## src/logic/stap_pkg.sv

```systemverilog
// package for the sram test access port: codes, sizes, id fields, tap states
package stap_pkg;
  localparam int STAP_IR_W = 3;
  localparam int STAP_BSR_W = 107;
  localparam int STAP_ID_W = 32;
  localparam int STAP_OE_CELL = 47;
  localparam int STAP_REV_W = 3;
  localparam int STAP_DEV_W = 17;
  localparam int STAP_VEN_W = 11;
  localparam logic [2:0] STAP_IR_EXTEST = 3'h0;
  localparam logic [2:0] STAP_IR_IDCODE = 3'h1;
  localparam logic [2:0] STAP_IR_SAMPLEZ = 3'h2;
  localparam logic [2:0] STAP_IR_SAMPLE = 3'h4;
  localparam logic [2:0] STAP_IR_BYPASS = 3'h7;
  // fixed low bits captured into the instruction shifter
  localparam logic [2:0] STAP_IR_CAPTURE = 3'h1;
  // arbitrary neutral identity values
  localparam logic [2:0] STAP_REV_DEF = 3'h0;
  localparam logic [16:0] STAP_DEV_DEF = 17'h00ABC;
  localparam logic [10:0] STAP_VEN_DEF = 11'h055;

  typedef enum logic [3:0] {
    ST_RESET, ST_IDLE, ST_SEL_DR, ST_CAP_DR, ST_SH_DR, ST_EX1_DR, ST_PAU_DR, ST_EX2_DR,
    ST_UPD_DR, ST_SEL_IR, ST_CAP_IR, ST_SH_IR, ST_EX1_IR, ST_PAU_IR, ST_EX2_IR, ST_UPD_IR
  } stap_state_t;

  // serial test pins from the controller
  typedef struct packed {
    logic tck;
    logic tms;
    logic tdi;
  } stap_pins_t;
endpackage

```

## src/logic/stap_core.sv

```systemverilog
// tap logic: controller, instruction, bypass, id and boundary registers
`timescale 1ns/100ps
// Functional notes
// RQ1: 3-bit ir, 1 bypass, 32 id, 107 boundary
// RQ2: extest captures boundary ring into scan register
// RQ3: idcode loads id, routes it to tdo
// RQ4: code 010 captures pins, selects boundary register
// RQ5: code 010 forces data outputs high impedance
// RQ6: controller never loads codes 011, 101, 110; the ir register takes any shifted code at update-ir
// RQ7: sample/preload captures ring, selects boundary, harmless
// RQ8: bypass routes one-bit register, memory unaffected
// RQ9: cell 47 enables outputs under extest
// RQ10: cell 47 latch preset high at reset
// RQ11: id fields: revision, device, vendor, one
// RQ12: extest drives preloaded data onto pins
// RQ13: new instruction applies only at update-ir
// RQ14: test-logic-reset selects idcode instruction
module stap_core #(
  parameter int BSR_W = stap_pkg::STAP_BSR_W,
  // identity fields, values arbitrary
  parameter logic [2:0] REV_ID = stap_pkg::STAP_REV_DEF,
  parameter logic [16:0] DEV_ID = stap_pkg::STAP_DEV_DEF,
  parameter logic [10:0] VEN_ID = stap_pkg::STAP_VEN_DEF
) (
  // clock and reset
  input wire logic clk,
  input wire logic reset,
  // test pins from the controller
  input wire stap_pkg::stap_pins_t pins,
  output logic tdo,
  output logic tdo_oe,
  // boundary ring, pins and core side
  input wire logic [BSR_W-1:0] ring_in,
  output logic [BSR_W-1:0] ring_out,
  output logic test_drive,
  // memory data output driver enable
  output logic q_oe
);
  import stap_pkg::*;

  logic [2:0] tck_s, tms_s, tdi_s;
  logic rise, fall, tms, tdi;
  stap_state_t state, next_state;
  logic [STAP_IR_W-1:0] ir, ir_sh;
  logic byp;
  logic [STAP_ID_W-1:0] id_sh;
  logic [BSR_W-1:0] bsr_sh, bsr_upd;
  logic ser_out;

  // pin synchronisers, third stage for edge find
  always_ff @(posedge clk) begin
    if (reset) begin
      tck_s <= 3'h0;
      tms_s <= 3'h0;
      tdi_s <= 3'h0;
    end else begin
      tck_s <= {tck_s[1:0], pins.tck};
      tms_s <= {tms_s[1:0], pins.tms};
      tdi_s <= {tdi_s[1:0], pins.tdi};
    end
  end
  assign rise = tck_s[1] & ~tck_s[2];
  assign fall = ~tck_s[1] & tck_s[2];
  assign tms = tms_s[1];
  assign tdi = tdi_s[1];

  always_comb begin
    next_state = state;
    unique case (state)
      ST_RESET: next_state = tms ? ST_RESET : ST_IDLE;
      ST_IDLE: next_state = tms ? ST_SEL_DR : ST_IDLE;
      ST_SEL_DR: next_state = tms ? ST_SEL_IR : ST_CAP_DR;
      ST_CAP_DR: next_state = tms ? ST_EX1_DR : ST_SH_DR;
      ST_SH_DR: next_state = tms ? ST_EX1_DR : ST_SH_DR;
      ST_EX1_DR: next_state = tms ? ST_UPD_DR : ST_PAU_DR;
      ST_PAU_DR: next_state = tms ? ST_EX2_DR : ST_PAU_DR;
      ST_EX2_DR: next_state = tms ? ST_UPD_DR : ST_SH_DR;
      ST_UPD_DR: next_state = tms ? ST_SEL_DR : ST_IDLE;
      ST_SEL_IR: next_state = tms ? ST_RESET : ST_CAP_IR;
      ST_CAP_IR: next_state = tms ? ST_EX1_IR : ST_SH_IR;
      ST_SH_IR: next_state = tms ? ST_EX1_IR : ST_SH_IR;
      ST_EX1_IR: next_state = tms ? ST_UPD_IR : ST_PAU_IR;
      ST_PAU_IR: next_state = tms ? ST_EX2_IR : ST_PAU_IR;
      ST_EX2_IR: next_state = tms ? ST_UPD_IR : ST_SH_IR;
      ST_UPD_IR: next_state = tms ? ST_SEL_DR : ST_IDLE;
    endcase
  end

  always_ff @(posedge clk) begin
    if (reset) begin
      state <= ST_RESET;
    end else if (rise) begin
      state <= next_state;
    end
  end

  // RQ13 RQ14 instruction update
  always_ff @(posedge clk) begin
    if (reset) begin
      ir <= STAP_IR_IDCODE;
    end else if (state == ST_RESET) begin
      ir <= STAP_IR_IDCODE;
    end else if (state == ST_UPD_IR && fall) begin
      ir <= ir_sh;
    end
  end

  // RQ1 instruction shifter
  always_ff @(posedge clk) begin
    if (reset) begin
      ir_sh <= STAP_IR_CAPTURE;
    end else if (rise && state == ST_CAP_IR) begin
      ir_sh <= STAP_IR_CAPTURE;
    end else if (rise && state == ST_SH_IR) begin
      ir_sh <= {tdi, ir_sh[STAP_IR_W-1:1]};
    end
  end

  // RQ8 bypass bit
  always_ff @(posedge clk) begin
    if (reset) begin
      byp <= 1'b0;
    end else if (rise && state == ST_CAP_DR) begin
      byp <= 1'b0;
    end else if (rise && state == ST_SH_DR) begin
      byp <= tdi;
    end
  end

  // RQ3 RQ11 id capture and shift
  always_ff @(posedge clk) begin
    if (reset) begin
      id_sh <= 32'h0;
    end else if (rise && state == ST_CAP_DR && ir == STAP_IR_IDCODE) begin
      id_sh <= {REV_ID, DEV_ID, VEN_ID, 1'b1};
    end else if (rise && state == ST_SH_DR && ir == STAP_IR_IDCODE) begin
      id_sh <= {tdi, id_sh[STAP_ID_W-1:1]};
    end
  end

  // RQ2 RQ4 RQ7 boundary capture and shift
  always_ff @(posedge clk) begin
    if (reset) begin
      bsr_sh <= '0;
    end else if (rise && ir != STAP_IR_IDCODE && ir != STAP_IR_BYPASS) begin
      if (state == ST_CAP_DR) begin
        bsr_sh <= ring_in;
      end else if (state == ST_SH_DR) begin
        bsr_sh <= {tdi, bsr_sh[BSR_W-1:1]};
      end
    end
  end

  // RQ10 RQ12 update latch, cell 47 preset high
  always_ff @(posedge clk) begin
    if (reset || state == ST_RESET) begin
      bsr_upd <= BSR_W'(1) << STAP_OE_CELL;
    end else if (fall && state == ST_UPD_DR && ir != STAP_IR_IDCODE
                 && ir != STAP_IR_BYPASS) begin
      bsr_upd <= bsr_sh;
    end
  end

  always_comb begin
    unique case (state)
      ST_SH_IR: ser_out = ir_sh[0];
      default: begin
        if (ir == STAP_IR_IDCODE) ser_out = id_sh[0];
        else if (ir == STAP_IR_BYPASS) ser_out = byp;
        else ser_out = bsr_sh[0];
      end
    endcase
  end

  // tdo changes on falling tck edge
  always_ff @(posedge clk) begin
    if (reset) begin
      tdo <= 1'b0;
      tdo_oe <= 1'b0;
    end else if (fall) begin
      tdo <= ser_out;
      tdo_oe <= (state == ST_SH_DR) || (state == ST_SH_IR);
    end
  end

  // RQ5 RQ9 RQ12 output driver control
  always_ff @(posedge clk) begin
    if (reset) begin
      ring_out <= '0;
      test_drive <= 1'b0;
      q_oe <= 1'b1;
    end else begin
      ring_out <= bsr_upd;
      test_drive <= (ir == STAP_IR_EXTEST);
      if (ir == STAP_IR_SAMPLEZ) q_oe <= 1'b0;
      else if (ir == STAP_IR_EXTEST) q_oe <= bsr_upd[STAP_OE_CELL];
      else q_oe <= 1'b1;
    end
  end

  // RQ5 high z under 010
  a_samplez_hiz: assert property (@(posedge clk) disable iff (reset)
    (ir == STAP_IR_SAMPLEZ) |=> !q_oe) else $error("q_oe high under sample z"); // RQ5
  a_reset_idcode: assert property (@(posedge clk) disable iff (reset)
    (state == ST_RESET) |=> (ir == STAP_IR_IDCODE)) else $error("reset lost idcode"); // RQ14
  a_ir_hold: assert property (@(posedge clk) disable iff (reset)
    (state == ST_SH_IR) |=> $stable(ir)) else $error("ir changed in shift"); // RQ13
  a_oe_preset: assert property (@(posedge clk) disable iff (reset)
    (state == ST_RESET) |=> bsr_upd[STAP_OE_CELL]) else $error("cell 47 not preset"); // RQ10
  a_extest_oe: assert property (@(posedge clk) disable iff (reset)
    (ir == STAP_IR_EXTEST) |=> (q_oe == $past(bsr_upd[STAP_OE_CELL])))
    else $error("extest oe mismatch"); // RQ9
  a_id_capture: assert property (@(posedge clk) disable iff (reset)
    (rise && state == ST_CAP_DR && ir == STAP_IR_IDCODE) |=> (id_sh[0] && id_sh[11:1] == VEN_ID))
    else $error("id capture wrong"); // RQ11
  a_byp_capture: assert property (@(posedge clk) disable iff (reset)
    (rise && state == ST_CAP_DR) |=> !byp) else $error("bypass capture not zero"); // RQ8
  a_bsr_capture: assert property (@(posedge clk) disable iff (reset)
    (rise && state == ST_CAP_DR && (ir == STAP_IR_SAMPLE || ir == STAP_IR_SAMPLEZ
     || ir == STAP_IR_EXTEST)) |=> (bsr_sh == $past(ring_in)))
    else $error("boundary capture wrong"); // RQ2
  a_drive_out: assert property (@(posedge clk) disable iff (reset)
    (ir == STAP_IR_EXTEST) ##1 (ir == STAP_IR_EXTEST) |-> test_drive)
    else $error("extest not driving"); // RQ12
  c_idcode_shift: cover property (@(posedge clk) state == ST_SH_DR && ir == STAP_IR_IDCODE);
  c_ir_update: cover property (@(posedge clk) state == ST_UPD_IR && fall);
  c_extest_hiz: cover property (@(posedge clk) ir == STAP_IR_EXTEST && !q_oe);
endmodule // stap_core

```

## config.mk

```make
export PLATFORM = sky130hd
export DESIGN_NAME = stap_core
export DESIGN_NICKNAME = d
export VERILOG_FILES = /design/src/logic/stap_pkg.sv /design/src/logic/stap_core.sv
export SDC_FILE = /design/constraint.sdc
export NUM_CORES = 1
export LEC_CHECK = 0
export ABC_AREA = 1
export BUFFER_PORTS_ARGS = -buffer_cell sky130_fd_sc_hd__buf_2
export CAP_MARGIN = 20
export CORE_MARGIN = 2
export CORE_UTILIZATION = 30
export CTS_CLUSTER_DIAMETER = 50
export DETAILED_ROUTE_END_ITERATION = 10
export SYNTH_ARGS = -nofsm -noshare
export SYNTH_HDL_FRONTEND = slang
export SYNTH_SLANG_ARGS = --single-unit
```

## constraint.sdc

```tcl
create_clock -name clk -period 2.2 [get_ports clk]
set_clock_uncertainty 0.1 [all_clocks]
set_input_delay 0.44 -clock clk [delete_from_list [all_inputs] [get_ports clk]]
set_output_delay 0.44 -clock clk [all_outputs]
set_load 0.01 [all_outputs]
```

; Word level (Yosys, flattened, before mapping)
; Cells that the tools add are included.
[word_totals]
inputBits = 112
ff_bits = 375
[classes]
bitwise = 4
muxes = 22
reduce_logical = 26
eq_ne = 20
[ops]
columns = cell, count
row1 = 2-to-1 mux 107 bit, 2
row2 = 2-to-1 mux 24 bit, 2
row3 = one-hot mux 4 bit (12 select lines), 1
row4 = "equality test 4 bit, second input constant", 8
row5 = "equality test 4 x 3 -> 1 bit, second input constant", 4
row6 = 2-to-1 mux 4 bit, 4
row7 = logical AND 1 bit, 12
row8 = OR reduction 2 bit, 6
row9 = "equality test 4 x 2 -> 1 bit, second input constant", 2
row10 = 2-to-1 mux 1 bit, 8
row11 = 2-to-1 mux 2 bit, 3
row12 = 2-to-1 mux 3 bit, 2
row13 = "equality test 4 x 1 -> 1 bit, second input constant", 1
row14 = zero test 4 bit, 1
row15 = nonzero test 2 bit, 2
row16 = "equality test 3 x 1 -> 1 bit, second input constant", 1
row17 = "equality test 3 x 2 -> 1 bit, second input constant", 1
row18 = "equality test 3 bit, second input constant", 1
row19 = zero test 3 bit, 1
row20 = "!= test 3 x 1 -> 1 bit, second input constant", 1
row21 = "!= test 3 bit, second input constant", 1
row22 = OR reduction 3 bit, 1
row23 = bitwise AND 1 bit, 2
row24 = logical OR 1 bit, 2
row25 = 2 further kinds, 3

; Depth between registers and ports, before layout
[depth]
depth_word = 6
depth_mapped = 11

; Least setup slack after synthesis
; Ideal clock, no wire load.
[synth_path]
path_type = reg2reg
startpoint = register state[1]
endpoint = register bsr_sh[77]
path_slack_ps = 618
t_required_ps = 1987
synth_period_minus_slack_ps = 1582
stages_incl_launch_ff = 12
arrival_ps = 1369
path_buffers = 4
cell_sequence = dfxtp_1 -> buf_2 -> nand2_2 -> inv_2 -> nand2_2 -> buf_4 -> buf_4 -> buf_4 -> nand2_1 -> nand2_1 -> o21ai_1 -> nor2_1
[synth_via]
elab_chain_len = 3
word_cells_on_any_way = 5
classes_between = 2 x eq/ne / 1 x mux / 2 x reduce/logical
[synth_rtl]
columns = item, line_no
row1 = from (decl), stap_core.sv:43  ; stap_state_t state, next_state;
row2 = from (signal assigned), stap_core.sv:93  ; state <= next_state;
row3 = equality test 4 x 2 -> 1 bit / equality test 4 x 3 -> 1 bit (equally long branches), "stap_core.sv:146, stap_core.sv:148"
row4 = nonzero test 2 bit (no line), -
row5 = AND reduction 2 bit (no line), -
row6 = to (signal assigned), stap_core.sv:147  ; bsr_sh <= ring_in;
row7 = to (signal assigned), stap_core.sv:149  ; bsr_sh <= {tdi, bsr_sh[BSR_W-1:1]};
row8 = to (decl), stap_core.sv:47  ; logic [BSR_W-1:0] bsr_sh, bsr_upd;
; Parallel ways exist; a longest one is shown, timed or not.
; A chain may end at the register's enable or synchronous reset.

; Final worst setup path
[layout_path]
startpoint = register state[1]
endpoint = register bsr_sh[67]
; The elaborated chain is that of the path after synthesis.

==> impl_metrics.tcl <==
set metrics [dict create \
    rsz0062_at_grt "false" \
    routed_wl_um 35900 \
    cts_inserted_buffers 46 \
    yosys.area.top_type "dfxtp_1" \
    gr-max-usage-layer "met2" \
    fin_area_um2 17000 \
    overflow 0 \
    vdd_drop_max_mv 0.561 \
    ant_nets 0 \
    synth-seq-cells 375 \
    drt_iter0_markers 701 \
    vias 11751 \
    async_reset_ff_frac 0 \
    critPathKind "reg2reg" \
    critPathLaunchType "flop" \
    dp_cells 2557 \
    grt_max_degree 121 \
    rows 78 \
    drive_above_1_share 0.172 \
    avgSynthCellArea_um2 7.52 \
    synth-edff-count 0 \
    synth_seq_area_share 0.549 \
    cts_buffer_depth 3 \
    power_leakage_nw 7.23 \
    drv_slew 0 \
    worst_pin_slew_ps 648 \
    ys_types 29 \
    netlist_instances 1818 \
    worst_setup_path_end_kind "flop" \
    finalSetupViolCount 0 \
    max-cap-violations 0 \
    dpl_cell_area_um2 15300 \
    finalCritPeriodShare 0.904 \
    track_usage 0.150 \
    stdcell_count 2646 \
    ys.flop_type "dfxtp_1" \
    cts-root-buf "clkbuf_16" \
    powerDensity_nw_per_um2 886 \
    first_pass_iters 5 \
    syn_nets 1930 \
    min-delay-start "ring_in[2]" \
    max_freq_ghz 0.503 \
    fin_tns_setup_ps 0 \
    cp_data_arrival_time_ps 2400 \
    grt_pass1_vias 11128 \
    cts.sinks 375 \
    period_minus_slack_ps 1990 \
    rr_worst_depth 10 \
    use_met2 0.244 \
    initial_core_util 0.303 \
    place_congestion 0.819 \
    final-hold-violation-count 0 \
    core-area_um2 45200 \
    ios 223 \
    hold_class "in2reg" \
    ff2ff_setup_slack_ps 210 \
    ys_warn_count 0 \
    syn-cell-area_um2 13700 \
    fin_nets 2120 \
    r2r_end "bsr_sh[67]" \
    routed_wire_length_per_instance_um 13.6 \
    h-tree-depth 2 \
    die_w_um 218 \
    drc 0 \
    cts_resized 0 \
    die_area_um2 47300 \
    grt_util_met3 0.0314 \
    post-dp-hpwl_um 23200 \
    synthTopCellsByCount "401 x nand2_1, 375 x dfxtp_1, 352 x nor2_1" \
    syn2layout_area_growth_pct 24.2 \
    crit_required_ps 2610 \
    synth.top_cell.area_share 0.549 \
    clk_latency_ps 590 \
    die_height_um 218 \
    outcome "completed" \
    cp_max_fo 43 \
    synth.area.top_cells "dfxtp_1 55%, nand2_1 11%, nor2_1 9.7%, o21ai_0 7.9%, a21oi_1 5.2%" \
    path_clk_slew_ps 60 \
    power_mw 15.1 \
    crit_start "state[1]" \
    yosysMostFrequentCell "nand2_1" \
    port-buffer-count 222 \
    grt_pass1_wl_um 57300 \
    whs_endpoint "bsr_sh[2]" \
    max_slew_margin 0.568 \
    hold_depth 5 \
    grt_use_met1 0.193 \
    tritoncts "yes" \
    r2r_start "state[1]" \
    vias_per_cell 4.44 \
    antenna_found_initial 1 \
]
[flip-flops by register name, summed over array words and instances (netlist names), 3 cells and up]
register	count
ir_sh	3
ir	3
state	4
tck_s	3
bsr_upd	107
id_sh	32
bsr_sh	107
ring_out	107
[worst max path at each step]
stage,slack [ps],cells after the start,endpoint
floorplan,620,11,bsr_sh[77]
CTS,170,6,bsr_upd[96]
detailed placement,180,6,bsr_upd[96]
global route,20,6,bsr_upd[75]
global placement,210,6,bsr_upd[89]
finish,210,10,bsr_sh[67]
[logic make-up (layout without fill, tap and decap cells)]
| logic type | after synthesis | count (layout) | synth area share |
|---|---|---|---|
| AO/OA/AOI/OAI | 393 | 393 | 0.145 |
| AND/OR/NAND/NOR | 784 | 784 | 0.223 |
| other | 0 | 1 | 0 |
| buffers and inverters | 266 | 493 | 0.0830 |
| flip-flops | 375 | 375 | 0.549 |
[per-layer routing]
layer | share of wire | up-vias
li1 | - | 6069
met1 | 0.47 | 5357
met2 | 0.45 | 259
met3 | 0.050 | 66
met4 | 0.029 | 0
met5 | 0 | -
[through the flow]
step | utilization | hold slack [ps] | setup slack (ps)
3_3_place_gp | 0.339 | 293 | 215
5_1_grt | 0.376 | 88.6 | 21.9
3_5_place_dp | 0.339 | 294 | 180
6_report | 0.376 | 89.9 | 211
4_1_cts | 0.376 | 47.4 | 175
2_1_floorplan | - | 288 | 618
[timing repair]
action                    in CTS  in global routing
hold endpoints to repair       3                  0
buffers inserted               0                  0
hold buffers                   3                  0
[critical path, stage by stage, from the launching register on]
cell	delay [ps]
dfxtp_1	390
buf_4	170
nand2_2	70
inv_2	100
nand2_4	100
inv_4	110
buf_4	410
nand2_1	130
nand2_1	90
o21ai_0	110
nor2_1	120
[power breakdown]
| group | internal [mW] | switching (mW) |
|---|---|---|
| Combinational | 0.127 | 0.210 |
| Clock | 4.82 | 3.10 |
| Sequential | 6.80 | 0.00655 |
[layout make-up]
class                   count  area [um^2]
multi-input cells        1177         5050
diodes                      1         2.50
well taps                 600          751
clock inverters            24          340
inverters                 154          586
clock buffers              61         1300
fillers                  4686        28200
flip-flops and latches    375         7510
repair buffers            254         1460
[placed cells by master (no fill, tap or decap), drive strengths merged]
cell type    instances
nor2               357
inv                157
nor3                 2
bufinv               5
a211oi               2
nand3               15
nand2              406
dlygate4sd3          3
nand3b               2
a31oi                2
buf                251
clkinv              15
o211ai               3
o221ai               1
nor4                 1
nand4                1
o21ai              244
clkbuf              61
diode                1
dfxtp              375
a21oi              141
clkinvlp             1
No activity file was read; power rests on OpenSTA's default activity.
